[config.mk]
export PLATFORM = sky130hd
export DESIGN_NAME = cdar_amplitude_results
export DESIGN_NICKNAME = d
export VERILOG_FILES = /design/src/cdar_pkg.sv /design/src/cdar_peak_slot.sv /design/src/cdar_amplitude_results.sv
export SDC_FILE = /design/constraint.sdc
export NUM_CORES = 1
export LEC_CHECK = 0
export ABC_AREA = 1
export BUFFER_PORTS_ARGS = -buffer_cell sky130_fd_sc_hd__buf_2
export CORE_ASPECT_RATIO = 0.9
export CORE_MARGIN = 1
export CORE_UTILIZATION = 57
export CTS_CLUSTER_DIAMETER = 200
export DETAILED_ROUTE_END_ITERATION = 12
export PLACE_DENSITY = 0.8
export SLEW_MARGIN = 20
export SYNTH_ARGS = -nofsm -noshare
export SYNTH_HDL_FRONTEND = slang
export SYNTH_SLANG_ARGS = --single-unit
[constraint.sdc]
create_clock -name i_ref_clk -period 1.5 [get_ports i_ref_clk]
set_input_delay 0.15 -clock i_ref_clk [delete_from_list [all_inputs] [get_ports i_ref_clk]]
set_output_delay 0.15 -clock i_ref_clk [all_outputs]
set_load 0.02 [all_outputs]
[src/cdar_pkg.sv]
// constants, types and field layout for the cable diagnostic amplitude result registers
package cdar_pkg;

    ////////////////////////////////////////////////////////////////////////////////
    // field widths
    localparam int AMP_W      = 7;
    localparam int LOC_W      = 8;
    localparam int REG_W      = 16;
    localparam int ADDR_W     = 16;
    localparam int IDX_W      = 3;

    typedef logic [AMP_W-1:0] cdar_amp_t;
    typedef logic [LOC_W-1:0] cdar_loc_t;
    typedef logic [REG_W-1:0] cdar_reg_t;
    typedef logic [ADDR_W-1:0] cdar_addr_t;
    typedef logic [IDX_W-1:0] cdar_idx_t;

    ////////////////////////////////////////////////////////////////////////////////
    // register offsets
    localparam cdar_addr_t ADDR_LOCATION_RESULT_TWO   = 16'h0181;
    localparam cdar_addr_t ADDR_LOCATION_RESULT_THREE = 16'h0182;
    localparam cdar_addr_t ADDR_LOCATION_RESULT_FOUR  = 16'h0183;
    localparam cdar_addr_t ADDR_AMPLITUDE_RESULT_TWO   = 16'h0186;
    localparam cdar_addr_t ADDR_AMPLITUDE_RESULT_THREE = 16'h0187;
    localparam cdar_addr_t ADDR_AMPLITUDE_RESULT_FOUR  = 16'h0188;

    // reset values
    localparam cdar_amp_t AMP_RESET  = 7'h00;
    localparam cdar_loc_t LOC_RESET  = 8'h00;
    localparam cdar_reg_t REG_ZERO   = 16'h0000;
    localparam logic      RSVD_BIT   = 1'b0;

    ////////////////////////////////////////////////////////////////////////////////
    // peak source encodings
    localparam logic      PAIR_TRANSMIT = 1'b0;
    localparam logic      PAIR_RECEIVE  = 1'b1;
    localparam cdar_idx_t PEAK_ONE   = 3'h1;
    localparam cdar_idx_t PEAK_TWO   = 3'h2;
    localparam cdar_idx_t PEAK_THREE = 3'h3;
    localparam cdar_idx_t PEAK_FOUR  = 3'h4;
    localparam cdar_idx_t PEAK_FIVE  = 3'h5;

    // storage slots kept by this bank
    localparam int SLOT_TX3   = 0;
    localparam int SLOT_TX4   = 1;
    localparam int SLOT_TX5   = 2;
    localparam int SLOT_RX1   = 3;
    localparam int SLOT_RX2   = 4;
    localparam int SLOT_RX3   = 5;
    localparam int NUM_SLOTS  = 6;

    typedef logic [NUM_SLOTS-1:0] cdar_slot_mask_t;

endpackage

[src/cdar_peak_slot.sv]
// one stored peak: amplitude and its paired location
`timescale 1ns/1ps
`default_nettype none
module cdar_peak_slot #(
    parameter int AMP_W = 7,
    parameter int LOC_W = 8
) (
    // clock and reset
    input  wire logic             i_ref_clk,
    input  wire logic             i_rst,
    // control
    input  wire logic             i_clear,
    input  wire logic             i_load,
    input  wire logic [AMP_W-1:0] i_amp,
    input  wire logic [LOC_W-1:0] i_loc,
    // stored value
    output logic      [AMP_W-1:0] o_amp,
    output logic      [LOC_W-1:0] o_loc
);
    logic [AMP_W-1:0] amp_ff;
    logic [LOC_W-1:0] loc_ff;
    logic [AMP_W-1:0] nxt_amp;
    logic [LOC_W-1:0] nxt_loc;

    ////////////////////////////////////////////////////////////////////////////////
    // load beats clear so a peak reported with a restart of an open run is never dropped
    always_comb begin
        nxt_amp = amp_ff;
        nxt_loc = loc_ff;
        if (i_load) begin
            nxt_amp = i_amp;
            nxt_loc = i_loc;
        end else if (i_clear) begin
            nxt_amp = '0;
            nxt_loc = '0;
        end
    end

    // otherwise held, so results survive until the next run
    always_ff @(posedge i_ref_clk) begin
        if (i_rst) begin
            amp_ff <= '0;
            loc_ff <= '0;
        end else begin
            amp_ff <= nxt_amp;
            loc_ff <= nxt_loc;
        end
    end

    assign o_amp = amp_ff;
    assign o_loc = loc_ff;
endmodule
`default_nettype wire

[src/cdar_amplitude_results.sv]
// cable diagnostic amplitude result bank with its paired peak locations
//
// Added by the designer: strobed register access.
`timescale 1ns/1ps
`default_nettype none
module cdar_amplitude_results (
    // clock and reset
    input  wire logic                 i_ref_clk,
    input  wire logic                 i_rst,
    // reflectometry engine
    input  wire logic                 i_run_start,
    input  wire logic                 i_run_done,
    input  wire logic                 i_peak_valid,
    input  wire logic                 i_peak_pair,
    input  wire cdar_pkg::cdar_idx_t  i_peak_index,
    input  wire cdar_pkg::cdar_amp_t  i_peak_amp,
    input  wire cdar_pkg::cdar_loc_t  i_peak_loc,
    // register port
    input  wire cdar_pkg::cdar_addr_t i_addr,
    input  wire cdar_pkg::cdar_reg_t  i_wdata,
    input  wire logic                 i_wr,
    input  wire logic                 i_rd,
    output logic                      o_rvalid,
    output cdar_pkg::cdar_reg_t       o_rdata,
    // status
    output logic                      o_results_valid,
    output logic                      o_running
);
    import cdar_pkg::*;

    ////////////////////////////////////////////////////////////////////////////////
    // register map, all words read-only
    //   amplitude_result_two   : tx peak four upper, tx peak three lower
    //   amplitude_result_three : rx peak one upper, tx peak five lower
    //   amplitude_result_four  : rx peak three upper, rx peak two lower
    //   location_result_two    : locations paired with amplitude_result_two
    //   location_result_three  : locations paired with amplitude_result_three
    //   location_result_four   : locations paired with amplitude_result_four
    // amplitude words hold two 7-bit fields, each with a spare zero bit above it;
    // location words hold two 8-bit fields and have no spare bits
    //
    // engine side, all strobes one cycle wide and on this clock
    //   start clears every kept slot and opens a run, from any state
    //   peak reports land in their slot only while a run is open
    //   done closes the run and raises the results-valid level
    //   start wins over a done in the same cycle
    //   tx peaks one and two and rx peaks four and five belong to other banks,
    //   so they are dropped here, as are peak numbers outside one to five
    //
    // limitations and trade-offs
    //   words read back whatever is stored, valid or not; software watches
    //   the results-valid level before it trusts them
    //   a restart of an open run with a peak in the same cycle keeps that peak, trading a
    //   possibly stale value against losing a report sent with the restart
    //   writes are accepted and dropped with no error reply, so a stray write
    //   can never disturb a finished result set
    //   reads never stall: the answer always stands in the cycle after the strobe
    //   an unmapped read answers zero with valid high
    //   every result word and both status levels clear on the synchronous reset
    //   no synchroniser on the engine strobes: the engine shares this clock

    typedef enum logic [1:0] {ST_IDLE, ST_RUN, ST_DONE} cdar_state_e;

    ////////////////////////////////////////////////////////////////////////////////
    // decoding helpers

    // which kept slot a reported peak lands in; peaks outside this bank hit none
    // a one-hot mask lets the slot loop take one load bit per slot
    function automatic cdar_slot_mask_t slot_of(input logic pair, input cdar_idx_t idx);
        cdar_slot_mask_t m;
        m = '0;
        if (pair == PAIR_TRANSMIT) begin
            if (idx == PEAK_THREE) m[SLOT_TX3] = 1'b1;
            if (idx == PEAK_FOUR)  m[SLOT_TX4] = 1'b1;
            if (idx == PEAK_FIVE)  m[SLOT_TX5] = 1'b1;
        end else begin
            if (idx == PEAK_ONE)   m[SLOT_RX1] = 1'b1;
            if (idx == PEAK_TWO)   m[SLOT_RX2] = 1'b1;
            if (idx == PEAK_THREE) m[SLOT_RX3] = 1'b1;
        end
        return m;
    endfunction

    // two amplitudes into one word with reserved bits 15 and 7 forced low
    // spare bits are forced here, so no stored value can ever reach them
    function automatic cdar_reg_t pack_amp(input cdar_amp_t upper, input cdar_amp_t lower);
        return {RSVD_BIT, upper, RSVD_BIT, lower};
    endfunction

    // two locations into one word, upper in 15:8 and lower in 7:0
    function automatic cdar_reg_t pack_loc(input cdar_loc_t upper, input cdar_loc_t lower);
        return {upper, lower};
    endfunction

    ////////////////////////////////////////////////////////////////////////////////
    // run tracking

    cdar_state_e state_ff;
    cdar_state_e nxt_state;
    logic        valid_ff;
    logic        nxt_valid;
    logic        running_ff;
    logic        nxt_running;

    // a start always restarts, even mid-run; done only counts while running
    // done outside a run is ignored, so a late done cannot validate a cleared set
    // both status levels come from the next state and are registered beside it,
    // so they change on the same edge as the state
    always_comb begin
        nxt_state = state_ff;
        unique case (state_ff)
            ST_IDLE: begin
                if (i_run_start) nxt_state = ST_RUN;
            end
            ST_RUN: begin
                if (i_run_start) nxt_state = ST_RUN;
                else if (i_run_done) nxt_state = ST_DONE;
            end
            ST_DONE: begin
                if (i_run_start) nxt_state = ST_RUN;
            end
        endcase
        nxt_valid   = (nxt_state == ST_DONE);
        nxt_running = (nxt_state == ST_RUN);
    end

    // register only; the synchronous reset returns to idle with both levels low
    always_ff @(posedge i_ref_clk) begin
        if (i_rst) begin
            state_ff   <= ST_IDLE;
            valid_ff   <= 1'b0;
            running_ff <= 1'b0;
        end else begin
            state_ff   <= nxt_state;
            valid_ff   <= nxt_valid;
            running_ff <= nxt_running;
        end
    end

    ////////////////////////////////////////////////////////////////////////////////
    // result storage

    cdar_slot_mask_t hit;
    logic            clear_all;
    cdar_amp_t       amp   [NUM_SLOTS];
    cdar_loc_t       loc   [NUM_SLOTS];

    // peaks are taken only during a run, so finished results cannot drift
    assign hit       = (state_ff == ST_RUN && i_peak_valid) ?
                       slot_of(i_peak_pair, i_peak_index) : '0;
    // a start clears every slot at once; a peak sent with it still loads if a run is already open
    assign clear_all = i_run_start;

    // one slot per kept peak; all share the engine data and differ only in load
    generate
        for (genvar s = 0; s < NUM_SLOTS; s++) begin : g_slot
            cdar_peak_slot #(
                .AMP_W (AMP_W),
                .LOC_W (LOC_W)
            ) u_slot (
                .i_ref_clk (i_ref_clk),
                .i_rst     (i_rst),
                .i_clear   (clear_all),
                .i_load    (hit[s]),
                .i_amp     (i_peak_amp),
                .i_loc     (i_peak_loc),
                .o_amp     (amp[s]),
                .o_loc     (loc[s])
            );
        end
    endgenerate

    ////////////////////////////////////////////////////////////////////////////////
    // register read port

    cdar_reg_t rdata_ff;
    cdar_reg_t nxt_rdata;
    logic      rvalid_ff;
    logic      nxt_rvalid;

    // every register is read-only: writes are dropped and i_wdata is never stored;
    // unmapped reads return zero; data stands only in the cycle after the strobe
    // the word is zero in every cycle without an answer, so an or-tree can merge it
    // amplitude and location words share one decode, so a pair reads the same slots
    always_comb begin
        nxt_rdata  = REG_ZERO;
        nxt_rvalid = i_rd;
        if (i_rd) begin
            unique case (i_addr)
                ADDR_AMPLITUDE_RESULT_TWO:
                    nxt_rdata = pack_amp(amp[SLOT_TX4], amp[SLOT_TX3]);
                ADDR_AMPLITUDE_RESULT_THREE:
                    nxt_rdata = pack_amp(amp[SLOT_RX1], amp[SLOT_TX5]);
                ADDR_AMPLITUDE_RESULT_FOUR:
                    nxt_rdata = pack_amp(amp[SLOT_RX3], amp[SLOT_RX2]);
                ADDR_LOCATION_RESULT_TWO:
                    nxt_rdata = pack_loc(loc[SLOT_TX4], loc[SLOT_TX3]);
                ADDR_LOCATION_RESULT_THREE:
                    nxt_rdata = pack_loc(loc[SLOT_RX1], loc[SLOT_TX5]);
                ADDR_LOCATION_RESULT_FOUR:
                    nxt_rdata = pack_loc(loc[SLOT_RX3], loc[SLOT_RX2]);
                default:
                    nxt_rdata = REG_ZERO;
            endcase
        end
    end

    // data and valid leave flip-flops: a fixed one-cycle read latency, no stalls
    always_ff @(posedge i_ref_clk) begin
        if (i_rst) begin
            rdata_ff  <= REG_ZERO;
            rvalid_ff <= 1'b0;
        end else begin
            rdata_ff  <= nxt_rdata;
            rvalid_ff <= nxt_rvalid;
        end
    end

    // every output comes straight from its flip-flop
    assign o_rdata         = rdata_ff;
    assign o_rvalid        = rvalid_ff;
    assign o_results_valid = valid_ff;
    assign o_running       = running_ff;
endmodule
`default_nettype wire

# Yosys cells after proc, flatten, opt, wreduce, memory -nomap -nowiden
# Index checks and enable logic that the tools add are counted.
[word_totals]
ff_bits = 111
word_cells = 70
output_inout_bits = 19
[op_classes]
muxes = 27
n_eq_ne = 15
n_bitwise = 1
reduce_logical = 10
[op_table]
columns = ["cell", "n"]
rows = [
  ["16-bit by 9-bit == test with 1-bit output (second input constant)", 6],
  ["16-bit case mux with 6 select lines", 1],
  ["8-bit 2-to-1 mux", 7],
  ["7-bit 2-to-1 mux", 7],
  ["2-bit nonzero test", 6],
  ["3-bit by 2-bit == test with 1-bit output (second input constant)", 2],
  ["3-bit == test (second input constant)", 2],
  ["2-bit 2-to-1 mux", 3],
  ["3-bit 2-to-1 mux", 2],
  ["6-bit 2-to-1 mux", 1],
  ["1-bit 2-to-1 mux", 5],
  ["2-bit by 1-bit == test with 1-bit output (second input constant)", 2],
  ["2-bit == test (second input constant)", 2],
  ["2-bit case mux with 2 select lines", 1],
  ["2-bit OR reduction", 2],
  ["3-bit by 1-bit == test with 1-bit output (second input constant)", 1],
  ["2-bit logical NOT", 1],
  ["1-bit logical AND", 1],
  ["1-bit inverter", 1],
]

# Depth between registers and ports, before layout
# Gate-level depths: netlist of the first run.
[logic_depth]
ltp_word = 5
depth_mapped = 10

# Modules after synthesis
# Synthesis of the first run repeated with hierarchy kept, for this count alone.
[hier_totals]
hier_cells = 681
area_unflattened_um2 = 5400.2
[modules_own_cells]
columns = ["mod", "instances", "area_per_inst_um2", "cells_each"]
rows = [
  ["cdar_peak_slot", 6, 611.8, 65],
  ["cdar_amplitude_results", 1, 1729.2, 291],
]

# Worst setup path before layout of the first run
# OpenSTA, ideal clock, no wires.
[synth_timing]
kind = "flip-flop to flip-flop"
from = "register state_ff[0]"
to = "register g_slot[4].u_slot.amp_ff[5]"
slack_ps = 253
t_required_ps = 1368
arrival_time_ps = 1115
setup_ps = 132
path_buffers = 1
path_stages_with_launch = 7
path_cell_list = "dfxtp_1 -> nand2_1 -> nor2_4 -> nand3_1 -> clkbuf_1 -> nand3_1 -> a21oi_1"
[synth_between]
elab_chain_len = 4
word_cells_on_any_way = 5
[synth_lines]
columns = ["item", "line", "text"]
rows = [
  ["start, declared", "cdar_amplitude_results.sv:98", "cdar_state_e state_ff;"],
  ["start signal, assigned", "cdar_amplitude_results.sv:134", "state_ff <= nxt_state;"],
  ["2-bit by 1-bit == test with 1-bit output (*)", "cdar_amplitude_results.sv:149", "assign hit = (state_ff == ST_RUN && i_peak_valid) ?"],
  ["1-bit logical AND (*)", "cdar_amplitude_results.sv:149", ""],
  ["6-bit 2-to-1 mux (*)", "cdar_amplitude_results.sv:149", ""],
  ["7-bit 2-to-1 mux / 2-bit nonzero test (equally long branches)", "n/a", ""],
  ["end signal, assigned", "cdar_peak_slot.sv:45", "amp_ff <= nxt_amp;"],
  ["end, declared", "cdar_peak_slot.sv:20", "logic [AMP_W-1:0] amp_ff;"],
]
# Mark *: on every way between the ends. The rest lies on a longest branch, timed or not.
# A chain may end at the register's enable or synchronous reset.

# Final worst setup path of the first run
[layout_timing]
from = "register state_ff[0]"
to = "register g_slot[3].u_slot.loc_ff[4]"
[layout_between]
elab_chain_len = 4
word_cells_on_any_way = 5
[layout_lines]
columns = ["item", "line", "text"]
rows = [
  ["2-bit by 1-bit == test with 1-bit output (*)", "cdar_amplitude_results.sv:149", ""],
  ["1-bit logical AND (*)", "cdar_amplitude_results.sv:149", ""],
  ["6-bit 2-to-1 mux (*)", "cdar_amplitude_results.sv:149", ""],
  ["8-bit 2-to-1 mux / 2-bit nonzero test (equally long branches)", "n/a", ""],
  ["end signal, assigned", "cdar_peak_slot.sv:46", "loc_ff <= nxt_loc;"],
  ["end, declared", "cdar_peak_slot.sv:21", "logic [LOC_W-1:0] loc_ff;"],
]
# Marked as above.

==> summary.txt, run 1 <==
Status
  – Status: finished, final reports clean

Yosys
  – Post-Syn Area: 5010 sq um
  – Largest family of logic cells by synthesized area: simple AND/OR/NAND/NOR gates
  – Sequential share of the synthesized area: 0.443
  – Post-Synthesis Net Count: between 700 and 800
  – Leading area contributor after synthesis: dfxtp_1
  – Top post-synthesis cells by area: dfxtp_1 44%, nand3_1 21%, a21oi_1 11%
  – Post-synthesis compound-gate area fraction: 0.106
  – Yosys reg bits: 111
  – Synth Area in XOR/XNOR: 0
  – Top-area cell type share of the netlist area: 0.443
  – Post-synthesis cell count: 700
  – Post-Synth Adder-Cell Area: 0
  – Synth unique cells: 20
  – Mux cell area share after synthesis: 0
  – Mapped Avg Cell Area: 7.16 sq um
  – Ys Warns: 0
  – Simple-Gate Fraction of Synth Area: 0.365

Worst setup path
  – R2R depth: 6
  – CP endpoint kind: flip-flop
  – FF-to-FF Start: state_ff[0]
  – Crit-path slowest cell: dfxtp_2
  – Buf/Inv on CP: 1
  – Crit path required time: 1.81 ns
  – Crit-path cells: nand2_2, nor2_4, nand4_1, buf_12, or2_0, a21oi_1
  – Slack of the worst reg-to-reg path: 0.06 ns
  – Worst path max stage delay: 0.36 ns
  – Crit Path Class: reg -> reg
  – CP max FO: 30
  – RR Endpoint: g_slot[3].u_slot.o_loc[4]
  – Worst EP arrival: 1.75 ns
  – CP top delay family: simple AND/OR/NAND/NOR gates
  – Startpoint types: flip-flop

CTS
  – CTS sink count: roughly 110
  – Maximum buffer depth of the clock tree: 2
  – Worst skew pair latency: 0.38 ns
  – # hold bufs at CTS: 0
  – Root Driver: clkbuf_8
  – Clk slew on worst S/H paths: 0.11 ns
  – CTS buffer count: 9
  – CTS tree: yes
  – H-Tree Depth: 3

Min path
  – Worst hold path type: in -> reg
  – Hold EP: o_rvalid
  – Min-delay src: i_rd
  – Hold Crit Depth: 3

Layout
  – Nets: around 800
  – Layout Area Growth over Synthesis: 15.3%
  – Util after Layout: 0.675
  – Share of cells above drive strength 1: 0.163
  – # diodes: 0
  – Non-filler cells, final: 869

Route
  – Antenna-violating nets left: 0
  – Final WL: 13600 um
  – Drt pass-1 iters: 5
  – Routed WL per cell: 15.6 um
  – Drt drc: 0
  – Starting DRT DRC Count: between 300 and 400
  – Via Count: around 5000
  – DR vias/cell: 5.80

STA
  – Worst slew margin: 0.619
  – Period utilization: 0.958
  – Final hold vios: 0
  – Clock Skews: between 0.008 and 0.009 ns
  – Final min period: 1.44 ns
  – Max-slew violation count: 0
  – Highest Clock Rate: 696 MHz
  – Least-Margin Pin Slew: 0.571 ns
  – Final Setup Violations: 0

Die
  – Initial Utilization: 0.585
  – Core area: 8570 sq um
  – # IOs: between 70 and 80
  – Row count: 32
  – Die ar.: 9180 sq um
  – Die Ht: 91.0 um
  – Die Wd: 101 um

Pwr
  – Worst VDD drop: 588 uV
  – Leakage: roughly 0.0023 uW
  – PD cells: between 800 and 900 nW/um^2

Global routing
  – Vias in the first global route: 4687
  – Initial antenna violation count: 0
  – First-pass GRT wire length: 21800 um
  – Grt total ovfl: 0
  – GRT Overall Usage: 0.302
  – Largest net degree at the start of global routing: 95

Placed design
  – DP Wirelength: 8910 um
  – Post-placement cell count: 852
  – PortBufs: 59
  – Routability cong.: 0.887

Run
  – Max-cap viol count: 0
[through the flow]
stage	setup TNS [ns]	instance area (sq um)	power, uW	hold slack (ns)	setup slack, ns
global route	-0.0381	5780	5180	0.0204	-0.0149
CTS	0	5750	5010	0.0173	0.0235
floorplan	0	5010	3190	0.289	0.253
global placement	0	5560	3340	0.413	0.0933
detailed placement	0	5560	3350	0.412	0.0135
finish	0	5780	5020	0.0219	0.0623
[routing by layer]
metal	up-vias	part of all wire	GRT usage
met1	2345	0.43	0.382
met5	-	0	0
met2	237	0.49	0.519
met4	0	0.017	0.0894
li1	2433	-	-
met3	25	0.068	0.0585
[worst min-delay path: stages]
cell and delay [ns]:
buf_2 0.09, inv_1 0.04, nor2_1 0.06
[cells by family (layout without fill, tap and decap cells)]
group / after synthesis / in the layout
compound gates: 106 / 106
buf+inv: 101 / 151
flops: 111 / 111
simple gates: 382 / 382
[sequential cells by signal, summed over array words and instances, names as in the netlist]
name and flops:
o_rdata 16, o_rvalid 1, state_ff 2, o_running 1
g_slot.u_slot.o_loc 48, o_results_valid 1, g_slot.u_slot.o_amp 42
[cells in the final DEF, fill, tap and decap left out, types with 3 or more instances in the layout]
cell      instances
or2_0            30
inv_1            44
clkinv_4          3
nand4_1           3
inv_2             3
and2_1            3
nor2_1           29
nand3_1         210
clkbuf_8         10
dfxtp_1         110
a21oi_1         105
buf_4            16
buf_12           12
nor3_1            3
nand2_1          90
buf_2            59
nor2_2            8
[worst max path at each step]
stage,startpoint,end,slack [ns],cells past startpoint
after CTS,state_ff[0],g_slot[3].u_slot.o_loc[4],0.02,6
after floorplan,state_ff[0],g_slot[4].u_slot.o_amp[5],0.25,6
after global routing,state_ff[0],g_slot[3].u_slot.o_loc[0],-0.01,6
after detailed placement,i_addr[7],o_rdata[1],0.01,10
after global placement,i_addr[15],o_rdata[13],0.09,10
final,state_ff[0],g_slot[3].u_slot.o_loc[4],0.06,6
[area by class of cell]
class                   count  area (sq um)
inverters                  47           176
fillers                   751          2790
clock inverters             6          53.8
repair buffers             88           667
multi-input cells         488          2370
flip-flops and latches    111          2220
clock buffers              10           138
well taps                 119           149
[where the power goes]
group	switching (uW)	internal [uW]	leakage, uW
clock	1050	676	0.0000950
combinational	229	94.8	0.00126
sequential	7.03	2960	0.000895
total	1290	3730	0.00225
[Yosys cell counts]
master,n
nand3_1,210
dfxtp_1,111
a21oi_1,106
nand2_1,91
inv_1,44
or2_0,30
nor2_1,29
clkbuf_1,21
buf_2,13
buf_1,11
buf_4,9
nor2_2,9
and2_1,3
inv_2,3
nand4_1,3
nor3_1,3
and3_1,1
nand2_2,1
nand3_2,1
nor2_4,1
[repair_timing]
action	CTS	global route
buffers inserted	0	1
setup endpoints to repair	0	28
gates resized for setup	0	7
(Power assumes the default switching activity.)
==> inputs of run 2 (changes only) <==
--- a/config.mk
+++ b/config.mk
@@ -12,7 +12,7 @@
 export CORE_UTILIZATION = 57
 export CTS_CLUSTER_DIAMETER = 200
 export DETAILED_ROUTE_END_ITERATION = 12
-export PLACE_DENSITY = 0.8
+export PLACE_DENSITY_LB_ADDON = 0.05
 export SLEW_MARGIN = 20
 export SYNTH_ARGS = -nofsm -noshare
 export SYNTH_HDL_FRONTEND = slang
==> run 2 against run 1 <==
  * Worst hold slack improved by 0.041 ns
  * Non-clock buffer count fell by 2
  * Maximum frequency rose by 1.9%
  * Die area did not move
  * Worst setup slack improved by 0.027 ns
  * Clock-buffer cell count rose by 1
  * Sequential power barely moved
  * Via count fell by 0.36%
  * Cell count fell by 0.46%
  * First-iteration DRC count rose by 27%
  * Routed wire length rose by 5.6%
  * Critical path type unchanged
  * Critical endpoint is now g_slot[2].u_slot.o_amp[2]
==> summary.txt, run 2 (synthesis gave the netlist of run 1 again) <==
Status
  – Status: finished, final reports clean

Pwr
  – Leakage: around 0.0023 uW
  – Final Total Pwr: 5230 uW
  – PD cells: between 800 and 900 nW/um^2
  – Worst VDD drop: around 500 uV

Global routing
  – Largest net degree at the start of global routing: 95
  – First-pass GRT wire length: about 23000 um
  – GRT Overall Usage: 0.323
  – Initial antenna violation count: 0
  – Vias in the first global route: about 4500
  – Grt total ovfl: 0

Min path
  – Worst hold path type: in -> reg

Placed design
  – Post-placement cell count: 849
  – Routability cong.: 0.857
  – DP Wirelength: about 9000 um
  – PortBufs: 59

Die
  – Core area: 8570 sq um
  – # IOs: 77
  – Die Wd: 101 um
  – Row count: 32
  – Die Ht: 91.0 um
  – Die ar.: ~9200 sq um
  – Initial Utilization: 0.585

Worst setup path
  – Worst EP arrival: 1.65 ns
  – FF-to-FF Start: state_ff[0]
  – Crit path depth: 7
  – CP endpoint kind: flip-flop
  – R2R depth: 7
  – Worst Setup SP: state_ff[0]
  – RR Endpoint: g_slot[2].u_slot.o_amp[2]
  – Buf/Inv on CP: 2
  – Crit path required time: 1.74 ns
  – Crit Path Class: reg -> reg
  – Slack of the worst reg-to-reg path: 0.09 ns
  – CP top delay family: simple AND/OR/NAND/NOR gates
  – CP max FO: 15
  – Startpoint types: flip-flop
  – Crit-path cells: nand2_1, nor2_4, nand4_1, buf_4, clkbuf_16, nand3_1, a21oi_1
  – CP endpoint: g_slot[2].u_slot.o_amp[2]
  – Worst path max stage delay: between 0.3 and 0.4 ns
  – Crit-path slowest cell: dfxtp_2

STA
  – Final min period: 1.41 ns
  – Least-Margin Pin Slew: 0.517 ns
  – Clock Skews: 0.00599 ns
  – Period utilization: 0.940
  – Final Setup Violations: 0
  – Max-slew violation count: 0
  – Highest Clock Rate: 709 MHz
  – Worst slew margin: 0.655
  – Final hold vios: 0

Layout
  – Share of cells above drive strength 1: 0.154
  – # diodes: 0
  – Number of flip-flops in the largest register: 48
  – Layout Area Growth over Synthesis: 16.3%
  – Most common cell after layout, fill and taps aside: nand3_1
  – Nets: 801
  – Fillers: 772
  – Non-filler cells, final: 865
  – Most frequent cells in the layout: 210 x nand3_1, 110 x dfxtp_1, 106 x a21oi_1

Route
  – Starting DRT DRC Count: 480
  – Via Count: 5022
  – Final WL: 14300 um
  – Drt drc: 0
  – Routed WL per cell: 16.5 um
  – DR vias/cell: 5.81
  – Antenna-violating nets left: 0
  – Drt pass-1 iters: 6

CTS
  – Root Driver: clkbuf_8
  – Clk slew on worst S/H paths: 0.10 ns
  – CTS sink count: roughly 110
  – Worst skew pair latency: 0.37 ns
  – Maximum buffer depth of the clock tree: 2
  – CTS tree: yes
  – H-Tree Depth: 3
  – CTS buffer count: 9

Run
  – Max-cap viol count: 0
run 2: layout make-up:
type                    instances  area (sq um)  share of cell area
clock inverters                 3          68.8              0.0118
repair buffers                 86           698               0.120
multi-input cells             488          2370               0.406
flip-flops and latches        111          2220               0.381
clock buffers                  11           141              0.0243
inverters                      47           181              0.0311
well taps                     119           149              0.0255
run 2: worst min-delay path by stage:
stage             startpoint                        end  slack (ns)  depth (start not counted)
2_1_floorplan    i_run_start                state_ff[0]        0.29                          2
3_3_place_gp     i_run_start                state_ff[0]        0.43                          3
3_5_place_dp     i_run_start                state_ff[1]        0.45                          4
4_1_cts          i_run_start                state_ff[1]        0.06                          4
5_1_grt        i_peak_amp[6]  g_slot[4].u_slot.o_amp[6]        0.07                          3
6_report         i_run_start                state_ff[1]        0.06                          4
run 2: metal layers:
metal,global-route usage,share of wire,up-vias
met4,0.117,0.023,0
met1,0.435,0.41,2295
met5,0,0,-
met2,0.505,0.46,272
li1,-,-,2430
met3,0.0739,0.11,25
run 2: worst register-to-register path, delay by kind of cell (launching register included):
family,cells,cell delay (ns)
flops,1,0.35
simple gates,4,0.46
buf+inv,2,0.40
compound gates,1,0.07
run 2: timing repair:
action | CTS | global route
endpoints found under the setup margin | 0 | 19
buffers inserted | 0 | 1
hold buffers | 0 | 0
gates resized for setup | 0 | 6
run 2: where the power goes:
part	internal [uW]	switching, uW
registers	2960	6.36
logic	98.0	235
clock network	973	956
run 2: metrics by stage:
step           instance area [sq um]  worst slack, ns   util  setup TNS [ns]  hold slack (ns)
4_1_cts                         5780           0.0593  0.675               0           0.0562
3_5_place_dp                    5570           0.0817  0.650               0            0.453
6_report                        5830           0.0897  0.680               0           0.0632
3_3_place_gp                    5570            0.118  0.650               0            0.431
5_1_grt                         5830         -0.00511  0.680        -0.00833           0.0727
2_1_floorplan                   5010            0.253      -               0            0.289
